$ cat config.mk
export PLATFORM = sky130hd
export DESIGN_NAME = smcc_top
export DESIGN_NICKNAME = d
export VERILOG_FILES = /design/src/shared/smcc_pkg.sv /design/src/hw/smcc_top.sv /design/src/hw/smcc_fifo.sv /design/src/hw/smcc_caret.sv
export SDC_FILE = /design/constraint.sdc
export NUM_CORES = 1
export LEC_CHECK = 0
export ABC_AREA = 1
export BUFFER_PORTS_ARGS = -buffer_cell sky130_fd_sc_hd__buf_2
export CORE_MARGIN = 4
export CORE_UTILIZATION = 30
export CTS_CLUSTER_DIAMETER = 150
export DETAILED_ROUTE_END_ITERATION = 8
export PLACE_DENSITY_LB_ADDON = 0.3
export SYNTH_ARGS = -nofsm -noshare
export SYNTH_HDL_FRONTEND = slang
export SYNTH_SLANG_ARGS = --single-unit
export TNS_END_PERCENT = 30
$ cat constraint.sdc
create_clock -name clk -period 10.8 [get_ports clk]
set_clock_uncertainty 0.1 [all_clocks]
set_input_delay 1.08 -clock clk [delete_from_list [all_inputs] [get_ports clk]]
set_output_delay 1.08 -clock clk [all_outputs]
set_load 0.01 [all_outputs]
$ cat src/shared/smcc_pkg.sv
/*
  Constants, types and helpers for the modem call-control sequencer.
  Assumes a 125 MHz clock and the register port of smcc_top.
*/
// What this block does
// - Command set off: no command bytes ever go out; the code still sends ATH on a hang-up during a call.
// - Standard command set: each command ends with CR then LF.
// - Prefix, connect string, escape, guard and disconnect only apply in user mode.
// - Dial-in enabled answers incoming calls; disabled leaves them unanswered.
// - Dial sends prefix (max 20) before the number; none when cleared.
// - After dialing, search received data for connect string; time out after 1 minute.
// - Connect string cleared: no search, carrier detect means connected.
// - Before hanging up, send escape sequence (max 20); nothing when cleared.
// - Line silent for guard delay before and after escape; none or 0.2-1.0 s.
// - Send disconnect string (max 20) to make the modem hang up.
// - Caret notation, case-insensitive, maps to control bytes 0x00-0x1F, ESC 0x1B.
// - Loss of the set-ready lead means the connection is lost.
package smcc_pkg;
  localparam longint unsigned CLK_HZ        = 125_000_000;
  localparam longint unsigned CONN_TMO_S    = 60;
  localparam longint unsigned GUARD_STEP_MS = 200;
  localparam logic [33:0] CONN_TMO_CYC   = 34'(CLK_HZ * CONN_TMO_S);
  localparam logic [31:0] GUARD_STEP_CYC = 32'(CLK_HZ * GUARD_STEP_MS / 1000);
  localparam logic [2:0]  GUARD_MAX      = 3'h5;

  localparam int STR_MAX = 20;
  localparam int NSTR    = 5;
  localparam logic [2:0] STR_PRE  = 3'h0;
  localparam logic [2:0] STR_CONN = 3'h1;
  localparam logic [2:0] STR_ESC  = 3'h2;
  localparam logic [2:0] STR_DISC = 3'h3;
  localparam logic [2:0] STR_NUM  = 3'h4;

  localparam logic [7:0] REG_CTRL = 8'h00;
  localparam logic [7:0] REG_CMD  = 8'h04;
  localparam logic [7:0] REG_STAT = 8'h08;
  localparam logic [7:0] REG_STR  = 8'h0C;
  localparam logic [7:0] REG_LEN  = 8'h10;
  localparam int CTRL_MODE_LSB = 0;
  localparam int CTRL_DIALIN   = 2;
  localparam int CTRL_GUARD_LSB = 3;
  localparam int CMD_DIAL = 0;
  localparam int CMD_HANG = 1;
  localparam int STR_SEL_LSB = 8;
  localparam int STR_CLR = 11;
  localparam int STAT_UP = 4;
  localparam int STAT_TMO = 5;
  localparam int STAT_LOST = 6;
  localparam int STAT_BUSY = 7;
  localparam int LEN_STRIDE = 6;

  localparam logic [1:0] MODE_OFF  = 2'h0;
  localparam logic [1:0] MODE_STD  = 2'h1;
  localparam logic [1:0] MODE_USER = 2'h2;

  localparam logic [7:0] CH_CR = 8'h0D;
  localparam logic [7:0] CH_LF = 8'h0A;
  localparam logic [7:0] CH_CARET = 8'h5E;
  localparam logic [7:0] CH_CTL_LO = 8'h40;
  localparam logic [7:0] CTL_MASK = 8'h1F;
  localparam logic [4:0] STD_CMD_LEN = 5'h03;

  typedef enum logic [1:0] {OP_DIAL, OP_ANS, OP_HANG} smcc_op_e;

  function automatic logic [7:0] smcc_std_byte(smcc_op_e op, logic [4:0] idx);
    logic [7:0] b;
    b = 8'h41;
    if (idx == 5'h01) b = 8'h54;
    else if (idx != 5'h00) b = (op == OP_DIAL) ? 8'h44 : (op == OP_ANS) ? 8'h41 : 8'h48;
    return b;
  endfunction
endpackage

$ cat src/hw/smcc_top.sv
/*
  Call-control sequencer for a serial port driving an external modem.
  Assumes a same-clock UART on tx/rx, and raw modem leads on the pins.
*/
`timescale 1ns/100ps
module smcc_top import smcc_pkg::*; #(
  parameter logic [33:0] TMO_CYC   = CONN_TMO_CYC,
  parameter logic [31:0] GSTEP_CYC = GUARD_STEP_CYC,
  parameter int          FIFO_D    = 4
) (
  input  wire logic        clk,
  input  wire logic        srst,
  input  wire logic [7:0]  reg_addr,
  input  wire logic [31:0] reg_wdata,
  input  wire logic        reg_wr,
  input  wire logic        reg_rd,
  output logic [31:0]      reg_rdata,
  output logic [7:0]       tx_data,
  output logic             tx_valid,
  input  wire logic        tx_ready,
  input  wire logic [7:0]  rx_data,
  input  wire logic        rx_valid,
  input  wire logic        cd_pin,
  input  wire logic        set_ready_pin,
  input  wire logic        ring_pin,
  output logic             link_up
);
  typedef enum logic [3:0] {
    ST_IDLE, ST_PRE, ST_NUM, ST_CR, ST_LF, ST_WAIT, ST_ONLINE,
    ST_GUARD1, ST_ESC, ST_GUARD2, ST_DISC
  } smcc_st_e;

  smcc_st_e    st_r, st_nxt;
  smcc_op_e    op_r, op_nxt;
  logic [1:0]  mode_r;
  logic        dialin_r;
  logic [2:0]  guard_r;
  logic [7:0]  mem_r [NSTR][STR_MAX];
  logic [4:0]  len_r [NSTR];
  logic [4:0]  idx_r, src_len, mt_r;
  logic [7:0]  src_byte;
  logic [33:0] tmr_r, guard_lim;
  logic        timeout_r, lost_r, ring_d_r;
  logic [2:0]  s1_r, s2_r;
  logic        cd_s, set_ready_s, ring_s;
  logic        c_wr;
  logic [7:0]  c_byte;
  logic        f_ready, f_empty, push, sending, done;
  logic        user, active, dial_req, hang_req, ring_rise;
  logic        use_cd, conn_seen, est, guard_done, loss;
  smcc_st_e    hang_st;

  ////////////////////////////////////////////////////////////////
  // pin synchronisers: first stage feeds only the second
  genvar gi;
  for (gi = 0; gi < 3; gi++) begin : g_sync
    always_ff @(posedge clk) begin
      if (srst) begin
        s1_r[gi] <= 1'b0;
        s2_r[gi] <= 1'b0;
      end else begin
        s1_r[gi] <= (gi == 0) ? cd_pin : (gi == 1) ? set_ready_pin : ring_pin;
        s2_r[gi] <= s1_r[gi];
      end
    end
  end
  assign cd_s        = s2_r[0];
  assign set_ready_s = s2_r[1];
  assign ring_s      = s2_r[2];

  always_ff @(posedge clk) begin
    if (srst) ring_d_r <= 1'b0;
    else ring_d_r <= ring_s;
  end
  assign ring_rise = ring_s && !ring_d_r;

  ////////////////////////////////////////////////////////////////
  // register port
  assign dial_req = reg_wr && reg_addr == REG_CMD && reg_wdata[CMD_DIAL];
  assign hang_req = reg_wr && reg_addr == REG_CMD && reg_wdata[CMD_HANG];

  always_ff @(posedge clk) begin
    if (srst) begin
      mode_r   <= MODE_OFF;
      dialin_r <= 1'b0;
      guard_r  <= '0;
    end else if (reg_wr && reg_addr == REG_CTRL) begin
      mode_r   <= reg_wdata[CTRL_MODE_LSB +: 2];
      dialin_r <= reg_wdata[CTRL_DIALIN];
      guard_r  <= (reg_wdata[CTRL_GUARD_LSB +: 3] > GUARD_MAX) ? GUARD_MAX : reg_wdata[CTRL_GUARD_LSB +: 3];
    end
  end

  smcc_caret u_caret (
    .clk      (clk),
    .srst     (srst),
    .in_wr    (reg_wr && reg_addr == REG_STR),
    .in_char  (reg_wdata[7:0]),
    .in_clr   (reg_wr && reg_addr == REG_STR && reg_wdata[STR_CLR]),
    .out_wr   (c_wr),
    .out_byte (c_byte)
  );

  // strings append one decoded byte per write, none for a caret lead-in; clear empties the selected one
  for (gi = 0; gi < NSTR; gi++) begin : g_str
    logic hit;
    assign hit = reg_wr && reg_addr == REG_STR && reg_wdata[STR_SEL_LSB +: 3] == 3'(gi);
    always_ff @(posedge clk) begin
      if (srst) len_r[gi] <= '0;
      else if (hit && reg_wdata[STR_CLR]) len_r[gi] <= '0;
      else if (hit && c_wr && len_r[gi] != 5'(STR_MAX)) len_r[gi] <= len_r[gi] + 1'b1;
    end
    always_ff @(posedge clk) begin
      if (hit && c_wr && len_r[gi] != 5'(STR_MAX)) mem_r[gi][len_r[gi]] <= c_byte;
    end
  end

  always_ff @(posedge clk) begin
    if (srst) reg_rdata <= '0;
    else begin
      reg_rdata <= '0;
      if (reg_rd) begin
        unique case (reg_addr)
          REG_CTRL: reg_rdata <= {26'h0, guard_r, dialin_r, mode_r};
          REG_STAT: reg_rdata <= {24'h0, !f_empty, lost_r, timeout_r, link_up, 4'(st_r)};
          REG_LEN: begin
            for (int i = 0; i < NSTR; i++) reg_rdata[i*LEN_STRIDE +: 5] <= len_r[i];
          end
          default: reg_rdata <= '0;
        endcase
      end
    end
  end

  ////////////////////////////////////////////////////////////////
  // byte source for the sending states
  // user strings only count in user mode
  assign user   = mode_r == MODE_USER;
  // command set off keeps an idle sequencer idle
  assign active = user || mode_r == MODE_STD;
  assign sending = st_r inside {ST_PRE, ST_NUM, ST_CR, ST_LF, ST_ESC, ST_DISC};

  always_comb begin
    src_len  = '0;
    src_byte = '0;
    case (st_r)
      ST_PRE: begin
        // user dial prefix or standard command head
        if (user && op_r == OP_DIAL) begin
          src_len  = len_r[STR_PRE];
          src_byte = mem_r[STR_PRE][idx_r];
        end else begin
          src_len  = STD_CMD_LEN;
          src_byte = smcc_std_byte(op_r, idx_r);
        end
      end
      ST_NUM: begin
        src_len  = len_r[STR_NUM];
        src_byte = mem_r[STR_NUM][idx_r];
      end
      ST_CR: begin
        src_len  = 5'h01;
        src_byte = CH_CR;
      end
      ST_LF: begin
        src_len  = 5'h01;
        src_byte = CH_LF;
      end
      ST_ESC: begin
        src_len  = len_r[STR_ESC];
        src_byte = mem_r[STR_ESC][idx_r];
      end
      ST_DISC: begin
        src_len  = len_r[STR_DISC];
        src_byte = mem_r[STR_DISC][idx_r];
      end
      default: ;
    endcase
  end

  assign push = sending && idx_r < src_len;
  assign done = sending && idx_r >= src_len;

  // four words of slack let the sequencer run ahead of a slow UART
  smcc_fifo #(.W(8), .D(FIFO_D)) u_fifo (
    .clk       (clk),
    .srst      (srst),
    .in_valid  (push),
    .in_ready  (f_ready),
    .in_data   (src_byte),
    .out_valid (tx_valid),
    .out_ready (tx_ready),
    .out_data  (tx_data)
  );
  assign f_empty = !tx_valid;

  always_ff @(posedge clk) begin
    if (srst || st_nxt != st_r) idx_r <= '0;
    else if (push && f_ready) idx_r <= idx_r + 1'b1;
  end

  ////////////////////////////////////////////////////////////////
  // timers: one counter serves guard and connect timeout
  // guard counts only once the queue has drained
  assign guard_lim = 34'(34'(guard_r) * 34'(GSTEP_CYC));
  assign guard_done = f_empty && tmr_r >= guard_lim;

  always_ff @(posedge clk) begin
    if (srst || st_nxt != st_r) tmr_r <= '0;
    else if (st_r inside {ST_GUARD1, ST_GUARD2} && !f_empty) tmr_r <= '0;
    else if (tmr_r != '1) tmr_r <= tmr_r + 1'b1;
  end

  // naive restart search for the connect string
  // an empty connect string falls back to carrier detect
  assign use_cd = !(user && len_r[STR_CONN] != '0);
  assign conn_seen = rx_valid && mt_r < len_r[STR_CONN] && rx_data == mem_r[STR_CONN][mt_r]
                     && mt_r == len_r[STR_CONN] - 1'b1;
  assign est = use_cd ? cd_s : conn_seen;

  always_ff @(posedge clk) begin
    if (srst || st_r != ST_WAIT || use_cd) mt_r <= '0;
    else if (rx_valid && mt_r < len_r[STR_CONN]) begin
      if (rx_data == mem_r[STR_CONN][mt_r]) mt_r <= mt_r + 1'b1;
      else if (rx_data == mem_r[STR_CONN][0]) mt_r <= 5'h01;
      else mt_r <= '0;
    end
  end

  // loss of set-ready or carrier ends the call
  assign loss = !set_ready_s || !cd_s;

  ////////////////////////////////////////////////////////////////
  // sequencer
  // user hang-up starts with the first guard
  assign hang_st = user ? ST_GUARD1 : ST_PRE;

  always_comb begin
    st_nxt = st_r;
    op_nxt = op_r;
    unique case (st_r)
      ST_IDLE: if (active) begin
        if (dial_req) begin
          st_nxt = ST_PRE;
          op_nxt = OP_DIAL;
        end else if (hang_req) begin
          st_nxt = hang_st;
          op_nxt = OP_HANG;
        end else if (ring_rise && dialin_r) begin
          st_nxt = user ? ST_WAIT : ST_PRE;
          op_nxt = OP_ANS;
        end
      end
      ST_PRE: if (done) st_nxt = (op_r == OP_DIAL) ? ST_NUM : ST_CR;
      // user dial sends only the user strings, no line end
      ST_NUM: if (done) st_nxt = user ? ST_WAIT : ST_CR;
      ST_CR: if (done) st_nxt = ST_LF;
      ST_LF: if (done) st_nxt = (op_r == OP_HANG) ? ST_IDLE : ST_WAIT;
      ST_WAIT: begin
        if (hang_req) begin
          st_nxt = hang_st;
          op_nxt = OP_HANG;
        end else if (est) st_nxt = ST_ONLINE;
        else if (tmr_r >= TMO_CYC) st_nxt = ST_IDLE;
      end
      ST_ONLINE: begin
        if (hang_req) begin
          st_nxt = hang_st;
          op_nxt = OP_HANG;
        end else if (loss) st_nxt = ST_IDLE;
      end
      ST_GUARD1: if (guard_done) st_nxt = ST_ESC;
      ST_ESC: if (done) st_nxt = ST_GUARD2;
      ST_GUARD2: if (guard_done) st_nxt = ST_DISC;
      ST_DISC: if (done) st_nxt = ST_IDLE;
      default: st_nxt = ST_IDLE;
    endcase
  end

  always_ff @(posedge clk) begin
    if (srst) begin
      st_r <= ST_IDLE;
      op_r <= OP_DIAL;
    end else begin
      st_r <= st_nxt;
      op_r <= op_nxt;
    end
  end

  always_ff @(posedge clk) begin
    if (srst) link_up <= 1'b0;
    else link_up <= st_nxt == ST_ONLINE;
  end

  // sticky flags, write one to clear; a same-cycle event wins
  always_ff @(posedge clk) begin
    if (srst) begin
      timeout_r <= 1'b0;
      lost_r    <= 1'b0;
    end else begin
      if (st_r == ST_WAIT && !hang_req && !est && tmr_r >= TMO_CYC) timeout_r <= 1'b1;
      else if (reg_wr && reg_addr == REG_STAT && reg_wdata[STAT_TMO]) timeout_r <= 1'b0;
      if (st_r == ST_ONLINE && !hang_req && loss) lost_r <= 1'b1;
      else if (reg_wr && reg_addr == REG_STAT && reg_wdata[STAT_LOST]) lost_r <= 1'b0;
    end
  end
endmodule

$ cat src/hw/smcc_fifo.sv
/*
  Small FIFO with valid/ready on both sides.
  Assumes one clock and a synchronous active-high reset.
*/
`timescale 1ns/100ps
module smcc_fifo #(
  parameter int W = 8,
  parameter int D = 4
) (
  input  wire logic         clk,
  input  wire logic         srst,
  input  wire logic         in_valid,
  output logic              in_ready,
  input  wire logic [W-1:0] in_data,
  output logic              out_valid,
  input  wire logic         out_ready,
  output logic [W-1:0]      out_data
);
  localparam int AW = (D > 1) ? $clog2(D) : 1;
  logic [W-1:0] mem_r [D];
  logic [AW-1:0] wp_r, rp_r;
  logic [AW:0]   cnt_r;
  logic          wr, rd;

  assign in_ready  = (cnt_r != (AW+1)'(D));
  assign out_valid = (cnt_r != '0);
  assign out_data  = mem_r[rp_r];
  assign wr = in_valid && in_ready;
  assign rd = out_valid && out_ready;

  always_ff @(posedge clk) begin
    if (wr) mem_r[wp_r] <= in_data;
  end

  always_ff @(posedge clk) begin
    if (srst) begin
      wp_r  <= '0;
      rp_r  <= '0;
      cnt_r <= '0;
    end else begin
      if (wr) wp_r <= (wp_r == AW'(D-1)) ? '0 : wp_r + 1'b1;
      if (rd) rp_r <= (rp_r == AW'(D-1)) ? '0 : rp_r + 1'b1;
      cnt_r <= cnt_r + (AW+1)'(wr) - (AW+1)'(rd);
    end
  end
endmodule

$ cat src/hw/smcc_caret.sv
/*
  Caret-notation decoder for characters written into the string store.
  Assumes one character offered per write pulse, same clock.
*/
`timescale 1ns/100ps
module smcc_caret import smcc_pkg::*; (
  input  wire logic       clk,
  input  wire logic       srst,
  input  wire logic       in_wr,
  input  wire logic [7:0] in_char,
  input  wire logic       in_clr,
  output logic            out_wr,
  output logic [7:0]      out_byte
);
  logic pend_r;

  always_comb begin
    out_wr   = in_wr && !in_clr && (pend_r || in_char != CH_CARET);
    out_byte = in_char;
    if (pend_r && in_char >= CH_CTL_LO) out_byte = in_char & CTL_MASK;
  end

  always_ff @(posedge clk) begin
    if (srst || in_clr) pend_r <= 1'b0;
    else if (in_wr) pend_r <= !pend_r && in_char == CH_CARET;
  end
endmodule

# ---- Word level (Yosys, flattened, before mapping)
# Memories as Yosys holds them, arrays and structs flattened. A register that Yosys moved wholly into a read port is not among the register bits.
# Index checks and enable logic that the tools add are counted.
dict set report totals {
  register_bits 106
  ram_bits 857
  input_bits 57
  output_inout_bits 42
  elab_cells 361
  memories 3
}
dict set report classes {
  n_addsub 13
  n_mul 1
  order_cmp 19
  n_eq_ne 43
  n_mux 144
  n_bitwise 19
  n_reduce_logical 94
}
# memory words word_bits read_ports rd_clocked_by_memory_dff wr line
set memory_table {}
lappend memory_table {mem_r 5 160 5 0 1 smcc_top.sv:38} ;# logic [7:0] mem_r [NSTR][STR_MAX];
lappend memory_table {u_fifo.mem_r 4 8 1 1 1 smcc_fifo.sv:20} ;# logic [W-1:0] mem_r [D];
lappend memory_table {len_r 5 5 5 0 5 smcc_top.sv:39} ;# logic [4:0] len_r [NSTR];
# operator n
set op_table {}
lappend op_table {{$mux W160} 13}
lappend op_table {{$reduce_or A160 Y1} 4}
lappend op_table {{$bmux W8 S5} 5}
lappend op_table {{$demux W8 S5} 5}
lappend op_table {{$mux W8} 17}
lappend op_table {{$mux W4} 20}
lappend op_table {{$mux W5} 13}
lappend op_table {{$logic_and A1 B1 Y1} 56}
lappend op_table {{$pmux W8 S6} 1}
lappend op_table {{$mux W1} 46}
lappend op_table {{$pmux W4 S11} 1}
lappend op_table {{$ge A6 B6 Y1 const B} 7}
lappend op_table {{$not A5 Y6} 7}
lappend op_table {{$add A5 B1 Y5 const B} 7}
lappend op_table {{$add A34 B1 Y34 const B} 1}
lappend op_table {{$ge A34 B28 Y1} 1}
lappend op_table {{$ge A34 B33 Y1 const B} 1}
lappend op_table {{$ne A34 B34 Y1 const B} 1}
lappend op_table {{$lt A6 B1 Y1 const B} 5}
lappend op_table {{$mux W3} 9}
lappend op_table {{$ne A5 B5 Y1 const B} 5}
lappend op_table {{$pmux W5 S5} 1}
lappend op_table {{$mul A3 B19 Y22 const B} 1}
lappend op_table {{$eq A4 B3 Y1 const B} 5}
lappend op_table {{50 further kinds} 101}

# ---- Longest topological paths before layout
# Gate-level depths: netlist of the first run.
dict set report depth {
  ltp_word 15
  ltp_mapped 28
  mapped_depth_nobuf 26
}

# ---- Hierarchy
# A second synthesis of the first run with hierarchy kept.
dict set report hier_totals {
  cells_unflattened 3829
  hier_area_um2 41665.0
}
# mod instances cells_per_inst area_per_inst_um2 seq_area_each_um2
set modules_own_cells {}
lappend modules_own_cells {smcc_top 1 3657 39806.9 26615.5}
lappend modules_own_cells {smcc_fifo 1 144 1697.9 1141.1}
lappend modules_own_cells {smcc_caret 1 28 160.2 20.0}

# ---- Least setup slack after synthesis of the first run
# No wires, ideal clock.
dict set report synth_timing {
  kind {input to register}
  start {in reg_wdata[6]}
  end {mem mem_r[0][200] (netlist name) (enable)}
  setup_ns 0.274
  arrival_ns 4.488
  t_required_ns 10.426
  path_slack_ns 5.938
  cell_stages 11
  n_path_buf 0
  path_cell_list {inv_1 nor2_1 nand2_1 nor3_1 nor2_1 nand2_1 inv_1 nand2_1 nor2_1 nand2_1 nor2_1}
}
dict set report synth_via {
  elab_chain_cells 12
  word_cells_on_any_way 35
  cone_classes {eq/ne: 1; mux: 18; reduce/logical: 16}
}
# item line
set synth_rtl {}
lappend synth_rtl {{start: declaration} smcc_top.sv:14} ;# input wire logic [31:0] reg_wdata,
lappend synth_rtl {{$ne A8 B7 Y1 (*)} smcc_caret.sv:18} ;# out_wr = in_wr && !in_clr && (pend_r || in_char != CH_CARET);
lappend synth_rtl {{$logic_or A1 B1 Y1 (*)} smcc_caret.sv:18}
lappend synth_rtl {{$logic_and A1 B1 Y1 (*)} smcc_caret.sv:18}
lappend synth_rtl {{$logic_and A1 B1 Y1 (2 in series)} smcc_top.sv:114} ;# if (hit && c_wr && len_r[gi] != 5'(STR_MAX)) mem_r[gi][len_r[gi]] <= c_byte;
lappend synth_rtl {{$mux W1} smcc_top.sv:114}
lappend synth_rtl {{$mux W160 (implied by the code)} smcc_top.sv:114}
lappend synth_rtl {{$reduce_or A160 Y1 (no line)} --}
lappend synth_rtl {{$mux W3 (no line) or $mux W160 (tied branches) (4 in series)} --}
lappend synth_rtl {{end: declaration} smcc_top.sv:38}
# Every way passes the cells marked *; elsewhere a longest branch is shown, timed or not.

# ---- Worst setup path in the final report of the first run
dict set report layout_timing {
  start {reg guard_r[2]}
  end {reg tmr_r[33]}
}
dict set report layout_via {
  elab_chain_cells 8
  word_cells_on_any_way 9
  cone_classes {mul: 1; order compare: 1; eq/ne: 1; mux: 3; reduce/logical: 3}
}
# item line
set layout_rtl {}
lappend layout_rtl {{start: declaration} smcc_top.sv:37} ;# logic [2:0] guard_r;
lappend layout_rtl {{start signal: assignment} smcc_top.sv:90} ;# guard_r <= (reg_wdata[CTRL_GUARD_LSB +: 3] > GUARD_MAX) ? GUARD_MAX : reg_wdata[CTRL_GUARD_LSB +: 3];
lappend layout_rtl {{$mul A3 B19 Y22 (*)} smcc_top.sv:205} ;# assign guard_lim = 34'(34'(guard_r) * 34'(GSTEP_CYC));
lappend layout_rtl {{$ge A34 B28 Y1 (*)} smcc_top.sv:206} ;# assign guard_done = f_empty && tmr_r >= guard_lim;
lappend layout_rtl {{$logic_and A1 B1 Y1 (*)} smcc_top.sv:206}
lappend layout_rtl {{$mux W4 (on tied branches)} {smcc_top.sv:274, smcc_top.sv:272}}
lappend layout_rtl {{$pmux W4 S11 (*)} smcc_top.sv:241} ;# unique case (st_r)
lappend layout_rtl {{$ne A4 B4 Y1 (*)} smcc_top.sv:209} ;# if (srst || st_nxt != st_r) tmr_r <= '0;
lappend layout_rtl {{$logic_or A1 B1 Y1 (*)} smcc_top.sv:209}
lappend layout_rtl {{$reduce_or A2 Y1 (no line) (*)} --}
lappend layout_rtl {{end signal: assignment} smcc_top.sv:211} ;# else if (tmr_r != '1) tmr_r <= tmr_r + 1'b1;
lappend layout_rtl {{end: declaration} smcc_top.sv:42} ;# logic [33:0] tmr_r, guard_lim;
# Marks and branches as above.
# A chain may end at the register's enable or synchronous reset.

==> impl_metrics.json, run 1 <==
{
  "status": "finished clean",
  "die_y_um": 380,
  "hold_viol": 0,
  "antenna_found_initial": 6,
  "rows": 136,
  "portBuffers": 72,
  "fin_tns_setup_ns": 0,
  "yosysWarnings": 0,
  "cp_top_family": "adder cells",
  "max_stage_delay_ns": 0.63,
  "cts_buffers": 99,
  "synth_cell_type_count": 51,
  "crit_path_end_kind": "flip-flop",
  "async_flop_share": 0,
  "vias": 28264,
  "slowest_stage": "fa_1",
  "place_ws_ns": 5.71,
  "antenna_cells": 0,
  "pin_count": 99,
  "layout_commonest_cell": "edfxtp_1",
  "cts_buffer_depth": 3,
  "synth_seq_area_share": 0.669,
  "mostFrequentLayoutCells": "edfxtp_1, nor2_1, nand2_1",
  "via_per_inst": 4.96,
  "grt_overflow_total": 0,
  "syn_area_um2": 41500,
  "drv_cap": 0,
  "layout-drive-gt1-share": 0.0812,
  "place.gp.congestion": 0.884,
  "critPathLaunchType": "flip-flop",
  "clk_latency_ns": 0.70,
  "hold_buffers": 0,
  "track_usage": 0.151,
  "cts_resized": 0,
  "relSlewSlack": 0.293,
  "cts_sinks": 959,
  "post-route-min-period_ns": 5.06,
  "synthMuxAreaShare": 0,
  "grt_pass1_vias": 26373,
  "crit_fanout": 34,
  "finalMaxSlewViolations": 0,
  "drc": 0,
  "p_leak_nw": 16.4,
  "synthCells": 3790,
  "synthSimpleGateAreaFrac": 0.147,
  "core-area_um2": 137000,
  "initial_core_util": 0.302,
  "dp_hpwl_um": 69700,
  "fp.dieW_um": 380,
  "drtIter0Drc": 2591,
  "ir_drop_uv": 125,
  "dieArea_um2": 144000,
  "setup_ws_ns": 5.74,
  "ys_ff_latch": 959,
  "synth_compound_area_frac": 0.0994,
  "areaGrowthSynthToFinish_pct": 13.2,
  "dr.pass1.iters": 6,
  "setup_violations": 0,
  "clk_pin_slew_worst_paths_ns": 0.06,
  "root_buffer": "clkbuf_16",
  "worstMarginPinSlew_ns": 1.06,
  "final_nets": 3955,
  "synth_fa_ha_area_frac": 0.0245,
  "grt_pass1_wl_um": 169000,
  "powerDensity_nw_per_um2": 165,
  "hp-class": "flip-flop to flip-flop",
  "postRouteAntennaNets": 0,
  "instances_no_fill": 5698,
  "arrival_ns": 5.50,
  "rsz0062_at_grt": "no",
  "worst-path-buf-inv": 3,
  "synth_top_family_by_area": "simple AND/OR/NAND/NOR gates",
  "cts_tree": "built",
  "period_share": 0.468,
  "grt_max_degree": 204,
  "holdWs_ns": 0.341,
  "synth-xor-area-share": 0.0165,
  "path_class": "flip-flop to flip-flop",
  "synth_edf_count": 857,
  "cp_common_cell": "nand2_1",
  "synth_ff_type": "edfxtp_1",
  "placedCellCount": 5512,
  "postCtsSetupRepairBufs": 0,
  "synth_area_per_cell_um2": 10.9,
  "cts_max_level": 3,
  "timing.fmax_mhz": 198,
  "wl_um": 114000,
  "wl_per_cell_um": 20.0,
  "cp_data_required_time_ns": 11.25
}
[sequential cells by signal (all words and copies together) (netlist names), 2 cells and up, named ones only]
register and cells:
guard_r 3, idx_r 5, len_r 25, mem_r 800
mode_r 2, mt_r 5, op_r 2, reg_rdata 26
s1_r 3, st_r 4, tmr_r 34, u_fifo.cnt_r 3
u_fifo.mem_r 32, u_fifo.rp_r 2, u_fifo.wp_r 2
[Yosys cell counts (all sizes together) (8+ instances only)]
master / n / area [um2]
ha: 75 / 938
dfxtp: 102 / 2040
a31oi: 12 / 75.1
o211ai: 8 / 60.1
inv: 257 / 965
o21ai: 424 / 2130
nor3: 41 / 215
nor4: 10 / 62.6
buf: 37 / 234
nand2: 525 / 1980
xnor2: 17 / 149
o22ai: 183 / 1140
nand4: 54 / 338
nand3: 173 / 871
xor2: 61 / 534
edfxtp: 857 / 25700
clkbuf: 148 / 556
nor2: 676 / 2630
a21oi: 74 / 370
[kinds of logic (layout without fill, tap and decap cells)]
logic type               Yosys count  count (layout)
other                              1               6
buffers and inverters            448             557
AO/OA/AOI/OAI                    742             742
AND/OR/NAND/NOR                 1483            1483
adder cells (fa/ha/maj)           79              79
flip-flops                       959             959
XOR/XNOR                          78              78
[per-stage QoR]
stage	power [W]	util	area, um2
4_1_cts	0.00785	0.342	47000
3_3_place_gp	0.00440	0.318	43700
2_1_floorplan	0.00427	-	41500
5_1_grt	0.00802	0.342	47000
6_report	0.00777	0.342	47000
3_5_place_dp	0.00441	0.318	43700
[final cells by class]
cell class | count | area, um2
inverter | 263 | 997
clock buffer | 131 | 2700
timing repair buffer | 108 | 681
fill | 13727 | 90500
sequential | 959 | 27800
multi-input combinational | 2388 | 12000
tap | 1794 | 2240
clock inverter | 55 | 572
[final timing paths]
path	start	end	slack, ns	depth (start not counted)
max	guard_r[2]	tmr_r[33]	5.74	26
min	s1_r[1]	set_ready_s	0.34	2
max reg2reg	guard_r[2]	tmr_r[33]	5.74	26
min reg2reg	s1_r[1]	set_ready_s	0.34	2
[layer usage]
layer	wire [um]	track usage	vias up
met5	44	0	-
met4	2830	0.0403	6
met3	6130	0.0228	164
met2	52300	0.240	765
met1	52600	0.217	13925
li1	-	-	13404
[power breakdown]
group | leakage, nW | total [W] | switching, W | internal, W
Combinational | 6.27 | 0.000252 | 0.000185 | 0.0000670
Sequential | 8.57 | 0.00407 | 0.0000259 | 0.00405
Clock | 1.59 | 0.00344 | 0.00148 | 0.00197
[worst min-delay path, delay by kind of cell (launching register included)]
| kind | cells | cell delay, ns |
|---|---|---|
| and+or+nand+nor | 1 | 0.04 |
| buffers and inverters | 1 | 0.06 |
| DFF | 1 | 0.31 |
Note: power is estimated with default switching activity, not from simulation.
==> run 2, diff against run 1 <==
Clock period 10.8 ns to 5.3 ns, I/O delays scaled along.
==> impl_metrics.json, run 2 (same netlist as run 1, synthesis figures left out) <==
{
  "timing.fmax_mhz": 209,
  "initial_core_util": 0.302,
  "fp.dieW_um": 380,
  "crit_fanout": 34,
  "crit_path_end_kind": "flip-flop",
  "clk_latency_ns": 0.68,
  "hp-class": "primary input to flip-flop",
  "finalMaxSlewViolations": 0,
  "core-area_um2": 137000,
  "reg2regPathDepth": 27,
  "rsz0062_at_grt": "no",
  "die_y_um": 380,
  "hold_viol": 0,
  "layout_commonest_cell": "edfxtp_1",
  "p_leak_nw": 16.5,
  "cts_max_level": 3,
  "post_dp_cell_area_um2": 43900,
  "track_usage": 0.154,
  "critPathLaunchType": "flip-flop",
  "worst-path-buf-inv": 3,
  "reg.largest.list": "mem_r x800, tmr_r x34, u_fifo.mem_r x32",
  "vias": 28294,
  "portBuffers": 72,
  "instances_no_fill": 5723,
  "rrSetupSlack_ns": 0.52,
  "pin_count": 99,
  "top_layer_used": "met5",
  "ir_drop_uv": 235,
  "relSlewSlack": 0.280,
  "period_share": 0.902,
  "largest_reg_flops": 800,
  "cts_sinks": 959,
  "r2r_start": "guard_r[0]",
  "swShare": 0.218,
  "power.switching_w": 0.00341,
  "worstMarginPinSlew_ns": 1.08,
  "wl_um": 115000,
  "met1_length_um": 52100,
  "placedCellCount": 5532,
  "rows": 136,
  "areaGrowthSynthToFinish_pct": 13.5,
  "place.gp.congestion": 0.881,
  "comb_power_share": 0.033,
  "seqPwrFrac": 0.531,
  "hp-start": "reg_wdata[5]",
  "cts_buffer_depth": 3,
  "antenna_found_initial": 2,
  "fin_tns_setup_ns": 0,
  "regToRegEndpoint": "tmr_r[2]",
  "setup_violations": 0,
  "p_int_w": 0.0122,
  "holdPathStages": 3,
  "grt_overflow_total": 0,
  "fillers": 13717,
  "arrival_ns": 5.30,
  "cp_common_cell": "nand2_1",
  "cts_buffers": 101,
  "dr.pass1.iters": 5,
  "clk_pin_slew_worst_paths_ns": 0.06,
  "slowest_stage": "fa_1",
  "path_class": "flip-flop to flip-flop",
  "final_nets": 3980,
  "max_stage_delay_ns": 0.65,
  "hold_buffers": 3,
  "root_buffer": "clkbuf_16",
  "wl_per_cell_um": 20.1,
  "status": "finished clean",
  "route.met2.wl_um": 50900,
  "dp_hpwl_um": 71800,
  "fin_util": 0.343,
  "clockPowerShare": 0.436,
  "via_per_inst": 4.94,
  "dieArea_um2": 144000,
  "drv_cap": 0,
  "cp_data_required_time_ns": 5.82,
  "layout-drive-gt1-share": 0.0832,
  "met3_length_um": 7670,
  "grt_pass1_wl_um": 172000,
  "post-route-min-period_ns": 4.78,
  "cts_tree": "built",
  "postCtsSetupRepairBufs": 0,
  "postRouteAntennaNets": 0,
  "cp_top_family": "adder cells",
  "final_cell_area_um2": 47100,
  "mostFrequentLayoutCells": "edfxtp_1, nor2_1, nand2_1",
  "grt_max_degree": 170,
  "drc": 0,
  "drtIter0Drc": 2271,
  "cts_resized": 0,
  "hold_end": "guard_r[2]",
  "grt_pass1_vias": 27077,
  "powerDensity_nw_per_um2": 332,
  "registers.top_by_ff_count": "mem_r"
}
[run 2: per-stage QoR]
stage | setup WS [ns] | total power (W) | hold slack (ns)
after floorplan | 0.988 | 0.00870 | 0.288
after global placement | 0.592 | 0.00898 | 0.299
after detailed placement | 0.537 | 0.00899 | 0.302
after CTS | 0.547 | 0.0158 | 0.0195
after global routing | 0.0418 | 0.0162 | 0.0580
final | 0.521 | 0.0156 | 0.0734
[run 2: how the worst max path moves through the flow]
stage	startpoint	end	depth (start not counted)
final	guard_r[0]	tmr_r[2]	27
after global placement	guard_r[0]	tmr_r[2]	27
after global routing	guard_r[0]	tmr_r[2]	27
after detailed placement	guard_r[0]	tmr_r[6]	27
after floorplan	reg_wdata[6]	mem_r[0][200]	11
after CTS	guard_r[0]	tmr_r[13]	27
[run 2: worst reg2reg max path: stages, from the launching register on]
cell and delay, ns:
dfxtp_1 0.38, fa_1 0.65, ha_1 0.23, inv_1 0.09, fa_1 0.42, inv_1 0.14, a21oi_1 0.12, nor3_1 0.14
nor3_1 0.07, xor2_1 0.16, ha_1 0.30, nand2_1 0.07, o21ai_0 0.19, nand2_1 0.07, o211ai_1 0.09, a21oi_1 0.09
nand3_1 0.12, nand2_1 0.08, nand2_1 0.12, nand3_1 0.08, a21oi_1 0.19, nand2_1 0.10, nand2_1 0.07, nand2_1 0.07
nor2_2 0.12, nand3_2 0.11, buf_12 0.21, nor2_1 0.12
[run 2: per-layer routing]
layer / up-vias / track usage
li1: 13450 / -
met2: 830 / 0.236
met3: 207 / 0.0343
met5: - / 0
met1: 13805 / 0.213
met4: 2 / 0.0574
[run 2: layout make-up]
class | count | area, um2 | area share
inverter | 263 | 997 | 0.0212
clock inverter | 56 | 443 | 0.00940
timing repair buffer | 131 | 898 | 0.0191
multi-input combinational | 2388 | 12000 | 0.255
tap | 1794 | 2240 | 0.0476
clock buffer | 131 | 2740 | 0.0581
antenna | 1 | 2.50 | 0.0000531
sequential | 959 | 27800 | 0.590
[run 2: power by group through the flow]
stage	clock, W	sequential (W)	combinational (W)
final	0.00682	0.00830	0.000521
after global routing	0.00728	0.00830	0.000578
after CTS	0.00697	0.00830	0.000532
after detailed placement	0	0.00846	0.000528
after global placement	0	0.00846	0.000522
after floorplan	0	0.00844	0.000265
